==> config.mk <==
export PLATFORM = sky130hd
export DESIGN_NAME = spsi_top
export DESIGN_NICKNAME = d
export VERILOG_FILES = /design/src/spsi_top.v /design/src/spsi_conv.v /design/src/spsi_clrseq.v
export VERILOG_INCLUDE_DIRS = /design/src /design/src/src
export SDC_FILE = /design/constraint.sdc
export NUM_CORES = 1
export LEC_CHECK = 0
export BUFFER_PORTS_ARGS = -buffer_cell sky130_fd_sc_hd__buf_2
export CORE_MARGIN = 4
export CORE_UTILIZATION = 60
export CTS_BUF_LIST = sky130_fd_sc_hd__clkbuf_8
export CTS_CLUSTER_DIAMETER = 50
export DETAILED_ROUTE_END_ITERATION = 6
export PLACE_DENSITY = 0.95
export SLEW_MARGIN = 0
export SYNTH_ARGS = -nofsm -noshare
export SYNTH_HDL_FRONTEND = slang
export SYNTH_SLANG_ARGS = --single-unit
==> constraint.sdc <==
create_clock -name mclk -period 6.5 [get_ports mclk]
set_clock_uncertainty 0.1 [all_clocks]
set_input_delay 0.325 -clock mclk [delete_from_list [all_inputs] [get_ports mclk]]
set_output_delay 0.325 -clock mclk [all_outputs]
set_load 0.02 [all_outputs]
==> src/spsi_defs.vh <==
`ifndef SPSI_DEFS_VH
`define SPSI_DEFS_VH

// register offsets, byte addresses
`define SPSI_AW            8
`define SPSI_OFF_STAT      8'h00
`define SPSI_OFF_DATA      8'h04
`define SPSI_OFF_CTL0      8'h0C
`define SPSI_OFF_CTL1      8'h10
`define SPSI_OFF_CTL2      8'h14
`define SPSI_OFF_CTL3      8'h18
`define SPSI_OFF_STAT1     8'h1C

// line_status_flags
`define SPSI_STAT_RESET    32'h0000_00C0
`define SPSI_B_PARITY_FLAG        0
`define SPSI_B_FRAMING_FLAG        1
`define SPSI_B_NOISE_FLAG        2
`define SPSI_B_ORE         3
`define SPSI_B_IDLE        4
`define SPSI_B_RX_NOT_EMPTY        5
`define SPSI_B_TC          6
`define SPSI_B_TBE         7
`define SPSI_B_LIN_BREAK_FLAG        8
`define SPSI_B_FLOW_CTRL_CHANGE        9

// second status word
`define SPSI_B_RTF         0
`define SPSI_B_EBF         1

// control fields
`define SPSI_B_PARITY_IRQ_EN      8
`define SPSI_B_TX_EMPTY_IRQ_EN       7
`define SPSI_B_TX_DONE_IRQ_EN        6
`define SPSI_B_RX_FULL_IRQ_EN      5
`define SPSI_B_IDLE_IRQ_EN      4
`define SPSI_B_LIN_BREAK_IRQ_EN       6
`define SPSI_B_ERROR_IRQ_EN       0
`define SPSI_B_DMARX       6
`define SPSI_B_FLOW_CTRL_EN       9
`define SPSI_B_FLOW_CHANGE_IRQ_EN       10
`define SPSI_B_RX_TIMEOUT_IRQ_EN        4
`define SPSI_B_BLOCK_END_IRQ_EN        5
`define SPSI_B_DATA_LEVEL_INVERT        10
`define SPSI_B_HIGH_BIT_FIRST        11

`define SPSI_CTL_W         16
`define SPSI_CTL_RESET     16'h0000
`define SPSI_SEQ_N         5

`endif

==> src/spsi_top.v <==
// The plain strobed port was chosen for this implementation.
`include "spsi_defs.vh"

module spsi_top #(
    parameter DW = 8
) (
    input  wire                mclk,
    input  wire                rst,
    input  wire                ce,
    input  wire [`SPSI_AW-1:0] bus_addr,
    input  wire [31:0]         bus_wdata,
    input  wire                bus_wr,
    input  wire                bus_rd,
    output reg  [31:0]         bus_rdata,
    input  wire                tx_load,
    input  wire                tx_frame_done,
    input  wire                rx_frame_done,
    input  wire [DW-1:0]       rx_line_data,
    input  wire                idle_det,
    input  wire                noise_det,
    input  wire                frame_err_det,
    input  wire                parity_err_det,
    input  wire                lin_break_det,
    input  wire                rx_timeout_det,
    input  wire                block_end_det,
    input  wire                cts_n,
    output reg  [DW-1:0]       tx_line_data,
    output reg                 tx_line_parity,
    output reg                 tx_data_written,
    output wire                high_bit_first,
    output wire                data_level_invert,
    output wire                irq
);
    reg  [`SPSI_CTL_W-1:0] ctl0_r;
    reg  [`SPSI_CTL_W-1:0] ctl1_r;
    reg  [`SPSI_CTL_W-1:0] ctl2_r;
    reg  [`SPSI_CTL_W-1:0] ctl3_r;
    reg  [DW-1:0]          rx_buf_r;
    reg                    tx_buffer_empty;
    reg                    tx_complete;
    reg                    rx_not_empty;
    reg                    idle_line_flag;
    reg                    overrun_flag;
    reg                    noise_flag;
    reg                    framing_flag;
    reg                    parity_flag;
    reg                    lin_break_flag;
    reg                    flow_ctrl_change;
    reg                    rx_timeout_flag;
    reg                    block_end_flag;
    reg                    cts_prev_r;
    reg                    cts_seen_r;

    wire [DW-1:0] tx_mapped;
    wire [DW-1:0] rx_mapped;
    wire [`SPSI_SEQ_N-1:0] seq_flags;
    wire [`SPSI_SEQ_N-1:0] seq_clr_rd;
    wire [`SPSI_SEQ_N-1:0] seq_clr_wr;
    wire [31:0] stat_word;
    wire [31:0] stat1_word;

    wire stat_rd = bus_rd && (bus_addr == `SPSI_OFF_STAT);
    wire stat_wr = bus_wr && (bus_addr == `SPSI_OFF_STAT);
    wire data_rd = bus_rd && (bus_addr == `SPSI_OFF_DATA);
    wire data_wr = bus_wr && (bus_addr == `SPSI_OFF_DATA);
    wire st1_wr  = bus_wr && (bus_addr == `SPSI_OFF_STAT1);

    // control decode
    wire parity_flag_ie  = ctl0_r[`SPSI_B_PARITY_IRQ_EN];
    wire tbe_ie   = ctl0_r[`SPSI_B_TX_EMPTY_IRQ_EN];
    wire tc_ie    = ctl0_r[`SPSI_B_TX_DONE_IRQ_EN];
    wire rx_not_empty_ie  = ctl0_r[`SPSI_B_RX_FULL_IRQ_EN];
    wire idle_ie  = ctl0_r[`SPSI_B_IDLE_IRQ_EN];
    wire lbd_ie   = ctl1_r[`SPSI_B_LIN_BREAK_IRQ_EN];
    wire err_ie   = ctl2_r[`SPSI_B_ERROR_IRQ_EN];
    wire dma_rx   = ctl2_r[`SPSI_B_DMARX];
    wire cts_en   = ctl2_r[`SPSI_B_FLOW_CTRL_EN];
    wire cts_ie   = ctl2_r[`SPSI_B_FLOW_CHANGE_IRQ_EN];
    wire rt_ie    = ctl3_r[`SPSI_B_RX_TIMEOUT_IRQ_EN];
    wire eb_ie    = ctl3_r[`SPSI_B_BLOCK_END_IRQ_EN];

    assign high_bit_first    = ctl3_r[`SPSI_B_HIGH_BIT_FIRST];
    assign data_level_invert = ctl3_r[`SPSI_B_DATA_LEVEL_INVERT];

    // conventions: both clear gives direct, both set gives inverse
    spsi_conv #(
        .W (DW)
    ) u_tx_conv (
        .msb_first (high_bit_first),
        .invert    (data_level_invert),
        .din       (bus_wdata[DW-1:0]),
        .dout      (tx_mapped)
    );

    spsi_conv #(
        .W (DW)
    ) u_rx_conv (
        .msb_first (high_bit_first),
        .invert    (data_level_invert),
        .din       (rx_line_data),
        .dout      (rx_mapped)
    );

    assign seq_flags = {idle_line_flag, overrun_flag, noise_flag, framing_flag, parity_flag};

    spsi_clrseq #(
        .N (`SPSI_SEQ_N)
    ) u_clrseq (
        .mclk    (mclk),
        .rst     (rst),
        .ce      (ce),
        .stat_rd (stat_rd),
        .data_rd (data_rd),
        .data_wr (data_wr),
        .flags   (seq_flags),
        .clr_rd  (seq_clr_rd),
        .clr_wr  (seq_clr_wr)
    );

    wire clr_idle = seq_clr_rd[4];
    wire clr_ore  = seq_clr_rd[3];
    wire clr_noise_flag = seq_clr_rd[2];
    wire clr_framing_flag = seq_clr_rd[1];
    wire clr_parity_flag = seq_clr_rd[0] | seq_clr_wr[0];

    // a written zero clears (rx_not_empty also on a data read); a one leaves the flag alone
    wire clr_tc   = stat_wr && !bus_wdata[`SPSI_B_TC];
    wire clr_rx_not_empty = (stat_wr && !bus_wdata[`SPSI_B_RX_NOT_EMPTY]) || data_rd;
    wire clr_lin_break_flag = stat_wr && !bus_wdata[`SPSI_B_LIN_BREAK_FLAG];
    wire clr_flow_ctrl_change = stat_wr && !bus_wdata[`SPSI_B_FLOW_CTRL_CHANGE];
    wire clr_rtf  = st1_wr && !bus_wdata[`SPSI_B_RTF];
    wire clr_ebf  = st1_wr && !bus_wdata[`SPSI_B_EBF];

    // first cycle after reset has no prior level to compare against
    wire cts_toggle = cts_en && cts_seen_r && (cts_n != cts_prev_r);
    wire tbe_now    = tx_buffer_empty || tx_load;
    // buffer is kept on overrun; new frame is dropped
    wire rx_accept  = rx_frame_done && (!rx_not_empty || clr_rx_not_empty);

    assign stat_word = {22'h00_0000, flow_ctrl_change, lin_break_flag, tx_buffer_empty,
                        tx_complete, rx_not_empty, idle_line_flag, overrun_flag,
                        noise_flag, framing_flag, parity_flag};
    assign stat1_word = {30'h0000_0000, block_end_flag, rx_timeout_flag};

    // event flags, set wins over any clear in the same cycle
    always @(posedge mclk or posedge rst)
    begin
        if (rst)
        begin
            tx_buffer_empty  <= 1'b1;
            tx_complete      <= 1'b1;
            rx_not_empty     <= 1'b0;
            idle_line_flag   <= 1'b0;
            overrun_flag     <= 1'b0;
            noise_flag       <= 1'b0;
            framing_flag     <= 1'b0;
            parity_flag      <= 1'b0;
            lin_break_flag   <= 1'b0;
            flow_ctrl_change <= 1'b0;
            rx_timeout_flag  <= 1'b0;
            block_end_flag   <= 1'b0;
            cts_prev_r       <= 1'b1;
            cts_seen_r       <= 1'b0;
        end
        else if (ce)
        begin
            tx_buffer_empty  <= tx_load | (tx_buffer_empty & ~data_wr);
            tx_complete      <= (tx_frame_done & tbe_now) | (tx_complete & ~clr_tc);
            rx_not_empty     <= rx_frame_done | (rx_not_empty & ~clr_rx_not_empty);
            idle_line_flag   <= idle_det | (idle_line_flag & ~clr_idle);
            overrun_flag     <= (rx_frame_done & rx_not_empty & ~clr_rx_not_empty)
                                | (overrun_flag & ~clr_ore);
            noise_flag       <= noise_det | (noise_flag & ~clr_noise_flag);
            framing_flag     <= frame_err_det | (framing_flag & ~clr_framing_flag);
            parity_flag      <= parity_err_det | (parity_flag & ~clr_parity_flag);
            lin_break_flag   <= lin_break_det | (lin_break_flag & ~clr_lin_break_flag);
            flow_ctrl_change <= cts_toggle | (flow_ctrl_change & ~clr_flow_ctrl_change);
            rx_timeout_flag  <= rx_timeout_det | (rx_timeout_flag & ~clr_rtf);
            block_end_flag   <= block_end_det | (block_end_flag & ~clr_ebf);
            cts_prev_r       <= cts_n;
            cts_seen_r       <= 1'b1;
        end
    end

    // control registers, data path and read port
    always @(posedge mclk or posedge rst)
    begin
        if (rst)
        begin
            ctl0_r          <= `SPSI_CTL_RESET;
            ctl1_r          <= `SPSI_CTL_RESET;
            ctl2_r          <= `SPSI_CTL_RESET;
            ctl3_r          <= `SPSI_CTL_RESET;
            rx_buf_r        <= {DW{1'b0}};
            tx_line_data    <= {DW{1'b0}};
            tx_line_parity  <= 1'b0;
            tx_data_written <= 1'b0;
            bus_rdata       <= 32'h0000_0000;
        end
        else if (ce)
        begin
            tx_data_written <= data_wr;
            if (bus_wr && bus_addr == `SPSI_OFF_CTL0)
                ctl0_r <= bus_wdata[`SPSI_CTL_W-1:0];
            if (bus_wr && bus_addr == `SPSI_OFF_CTL1)
                ctl1_r <= bus_wdata[`SPSI_CTL_W-1:0];
            if (bus_wr && bus_addr == `SPSI_OFF_CTL2)
                ctl2_r <= bus_wdata[`SPSI_CTL_W-1:0];
            if (bus_wr && bus_addr == `SPSI_OFF_CTL3)
                ctl3_r <= bus_wdata[`SPSI_CTL_W-1:0];
            if (data_wr)
            begin
                tx_line_data   <= tx_mapped;
                // even parity on logical bits, carried at line level
                tx_line_parity <= (^bus_wdata[DW-1:0]) ^ data_level_invert;
            end
            if (rx_accept)
                rx_buf_r <= rx_mapped;
            bus_rdata <= 32'h0000_0000;
            if (bus_rd)
            begin
                case (bus_addr)
                    `SPSI_OFF_STAT:  bus_rdata <= stat_word;
                    `SPSI_OFF_DATA:  bus_rdata <= {{(32-DW){1'b0}}, rx_buf_r};
                    `SPSI_OFF_CTL0:  bus_rdata <= {16'h0000, ctl0_r};
                    `SPSI_OFF_CTL1:  bus_rdata <= {16'h0000, ctl1_r};
                    `SPSI_OFF_CTL2:  bus_rdata <= {16'h0000, ctl2_r};
                    `SPSI_OFF_CTL3:  bus_rdata <= {16'h0000, ctl3_r};
                    `SPSI_OFF_STAT1: bus_rdata <= stat1_word;
                    default:         bus_rdata <= 32'h0000_0000;
                endcase
            end
        end
    end

    // one request line from every enabled source; noise and framing errors also need dma_rx set, overrun too unless rx_not_empty_ie is set
    assign irq = (tx_buffer_empty & tbe_ie)
               | (tx_complete & tc_ie)
               | ((rx_not_empty | overrun_flag) & rx_not_empty_ie)
               | (idle_line_flag & idle_ie)
               | (parity_flag & parity_flag_ie)
               | (lin_break_flag & lbd_ie)
               | (flow_ctrl_change & cts_ie)
               | (rx_timeout_flag & rt_ie)
               | (block_end_flag & eb_ie)
               | (dma_rx & err_ie & (noise_flag | overrun_flag | framing_flag));
endmodule // spsi_top

==> src/spsi_conv.v <==
// bit order and level mapping between logical data and line bits;
// reversal and inversion commute, so one module serves both directions
module spsi_conv #(
    parameter W = 8
) (
    input  wire         msb_first,
    input  wire         invert,
    input  wire [W-1:0] din,
    output wire [W-1:0] dout
);
    genvar i;
    generate
        for (i = 0; i < W; i = i + 1)
        begin : g_bit
            assign dout[i] = (msb_first ? din[W-1-i] : din[i]) ^ invert;
        end
    endgenerate
endmodule // spsi_conv

==> src/spsi_clrseq.v <==
// status read then data access clears only what the status read showed
module spsi_clrseq #(
    parameter N = 5
) (
    input  wire         mclk,
    input  wire         rst,
    input  wire         ce,
    input  wire         stat_rd,
    input  wire         data_rd,
    input  wire         data_wr,
    input  wire [N-1:0] flags,
    output wire [N-1:0] clr_rd,
    output wire [N-1:0] clr_wr
);
    reg         armed_r;
    reg [N-1:0] snap_r;

    // snapshot keeps later-set flags out of the clear
    assign clr_rd = (armed_r && data_rd) ? snap_r : {N{1'b0}};
    assign clr_wr = (armed_r && data_wr) ? snap_r : {N{1'b0}};

    always @(posedge mclk or posedge rst)
    begin
        if (rst)
        begin
            armed_r <= 1'b0;
            snap_r  <= {N{1'b0}};
        end
        else if (ce)
        begin
            if (stat_rd)
            begin
                armed_r <= 1'b1;
                snap_r  <= flags;
            end
            else if (data_rd || data_wr)
            begin
                armed_r <= 1'b0;
            end
        end
    end
endmodule // spsi_clrseq

==> out/qor.csv <==
stage,metric,value,unit
place,place_ws,3.42,ns
route,post_drt_via_cell_ratio,6.16,
power,clock_power_share,42.5,%
logic_synthesis,synthCells,479,
power,p_total,1630,uW
floorplan,coreArea,9420,um^2
global_route,grt_usage,26.3,%
flow_run,drv_cap,0,
clocking,clkSlewWorstSetupHoldPaths,0.07,ns
logic_synthesis,yosysSeqAreaShare,49.9,%
logic_synthesis,ys_warn_count,0,
outcome,outcome,finished with violations,
power,power.switching,427,uW
route,wl_per_cell,20.8,um
critical_path,crit_type,in -> reg,
global_route,overflow,0,
clocking,htreeDepth,4,
logic_synthesis,ys_ff_latch,118,
layout,stdcell_area,6680,um^2
clocking,postCtsSetupRepairBufs,0,
sta,min_period,2.75,ns
power,intPower,1210,uW
logic_synthesis,synth_cell_types,49,
critical_path,crit_path_end_kind,flop,
sta,post-route-period-util,42.3,%
logic_synthesis,synth.largest_area_cell,dfrtp_1,
logic_synthesis,synth_top_area_share,48.6,%
clocking,tritoncts,done,
layout,drive_gt1_share,37.4,%
power,ir_worst_vdd,0.172,mV
hold_path,hold_class,in -> reg,
route,dr.first_iter.drc_count,408,
logic_synthesis,syn-cell-area,5920,um^2
route,drt-total-wl,14400,um
clocking,clock_latency,0.43,ns
power,p_per_area,244,nW/um^2
floorplan,die-area,11500,um^2
floorplan,pin_count,109,
global_route,grt_pass1_vias,4414,
global_route,grt_antenna_before_repair,1,
critical_path,cp.required,6.70,ns
route,ant_nets,0,
logic_synthesis,avgSynthCellArea,12.4,um^2
logic_synthesis,synthFlopType,dfrtp_1,
power,pwr-share-comb,9.6,%
sta,rsz0062_at_grt,false,
place,io_buffers,76,
route,firstDrtPassIters,7,
sta,slew_headroom,30.9,%
outcome,violations,DRC,
sta,timing.fmax,0.364,GHz
sta,worst_slew_pin_slew,1.03,ns
critical_path,crit_arrival,2.95,ns
logic_synthesis,async_flop_share,100,%
logic_synthesis,synth_edf_count,0,
sta,finalSetupViolations,0,
global_route,grt_pass1_wl,23200,um
clocking,cts_buffers,17,
power,switching_share,26.2,%
floorplan,initial_core_util,62.9,%
sta,fin_tns_setup,0,ns
floorplan,die_y,107,um
sta,setup_ws,3.75,ns
clocking,cts_sinks,118,
critical_path,cp-start-kind,input port,
route,drc,2,
global_route,grt_max_degree,70,
place,place_area,6240,um^2
power,p_leak,0.00313,uW
layout,finish.utilization,71.0,%
critical_path,path_max_fanout,36,
floorplan,fp.dieW,107,um
place,place_congestion,0.907,
clocking,cts-root-buf,clkbuf_8,
clocking,cts_buffer_depth,2,
power,pwr-share-seq,47.9,%
sta,finalHoldViolCount,0,
route,route.vias.total,4245,
floorplan,rows,35,
sta,finalMaxSlewViolations,0,
place,hpwl,9530,um
layout,syn_to_final_growth,12.8,%
logic_synthesis,synth_area_leaders,"dfrtp_1, mux2_2, mux2i_1",
layout,nets,610,
==> power by group through the flow <==
stage | clock network (uW) | logic [uW] | registers (uW)
CTS | 699 | 157 | 781
detailed placement | 0 | 152 | 794
floorplan | 0 | 116 | 786
global placement | 0 | 147 | 792
global route | 739 | 172 | 784
finish | 693 | 157 | 782
==> logic make-up (layout without fill, tap and decap cells) <==
logic type	Yosys count	in the layout	share of synthesized area, %
XOR/XNOR	24	24	3.78
flip-flops	118	118	49.9
AND/OR/NAND/NOR	85	85	8.28
buffers and inverters	53	118	5.30
multiplexers	119	119	22.7
AO/OA/AOI/OAI	79	79	9.97
other	1	17	0.0633
==> state kept, by name, indices dropped and copies added (netlist names), 5 cells and up <==
name             count
ctl0_r              16
tx_line_data         8
ctl1_r              16
ctl2_r              16
rx_buf_r             8
u_clrseq.snap_r      5
ctl3_r              16
bus_rdata           16
==> metal layers <==
layer  vias up  GRT usage (%)  routed length, um
li1       1843              -                  -
met1      2128           34.7               5820
met2       226           41.4               7000
met3        48           7.74               1110
met4         0           9.83                431
met5         -              0                  0
==> cell usage in the layout, fill, tap and decap left out, drive strengths merged, types with 5 or more instances in the layout <==
| master | n |
|---|---|
| and3 | 5 |
| nand4 | 7 |
| inv | 10 |
| dfrtp | 115 |
| clkbuf | 17 |
| xor2 | 11 |
| conb | 16 |
| nor3 | 5 |
| mux2i | 33 |
| o21ai | 26 |
| a22oi | 9 |
| nor2b | 7 |
| clkinv | 5 |
| buf | 77 |
| nor3b | 5 |
| o2bb2ai | 24 |
| mux2 | 82 |
| xnor2 | 12 |
| a22o | 8 |
| nand2 | 35 |
==> worst paths after layout <==
path | from | endpoint | slack, ns | cells past startpoint
setup / recovery | bus_addr[3] | ctl3_r[1] | 3.75 | 5
hold / removal | parity_err_det | parity_flag | 0.01 | 3
setup reg to reg | ctl3_r[10] | tx_line_parity | 4.37 | 4
hold reg to reg | tx_line_data[6] | tx_line_data[6] | 0.37 | 2
max in group asynchronous | rst | rx_buf_r[3] | 4.61 | 4
min in group asynchronous | rst | bus_rdata[7] | 0.41 | 3
==> area by class of cell <==
type                            count  area [um^2]
Timing Repair Buffer               79          408
Sequential cell                   118         2960
Tap cell                          129          161
Clock inverter                     15          181
Multi-Input combinational cell    323         2710
Clock buffer                       17          234
Inverter                            7         28.8
Antenna cell                        1         2.50
Fill cell                         612         2730
==> per-stage QoR <==
stage / instances / hold WS (ns)
2_1_floorplan: 494 / 0.335
6_report: 689 / 0.0141
3_3_place_gp: 654 / 0.325
3_5_place_dp: 654 / 0.340
4_1_cts: 688 / 0.00505
5_1_grt: 689 / 0.00541
==> worst max-delay path, cell delays in order <==
cell and delay [ns]:
buf_2 0.60, nor2b_1 0.65, nand2_1 0.15, nor2_2 0.79, mux2_2 0.43
==> Yosys cell counts (2+ instances only) <==
master	instances
nand2b_1	2
and3_1	5
clkbuf_1	10
nor2b_1	7
mux2_2	82
buf_6	3
nand2_1	35
o2bb2ai_1	24
o21ai_0	26
a221o_1	2
mux4_2	4
nor3b_1	4
and2_1	3
o211ai_1	2
a221oi_1	2
nor3_1	2
nor2_2	2
inv_1	7
nor3_4	2
buf_2	10
buf_4	21
o221ai_1	2
xor2_1	11
nand4_1	7
dfrtp_1	115
dfstp_2	3
a22o_1	8
xnor2_1	12
a22oi_1	9
mux2i_1	33
nor4_2	2
nor2_1	2
nand3_1	4
==> repair_timing <==
item / CTS / global route
gates resized for setup: 0 / 0
setup endpoints to repair: 0 / 0
hold buffers: 2 / 0
endpoints found under the hold margin: 49 / 0
(Power assumes the default switching activity.)
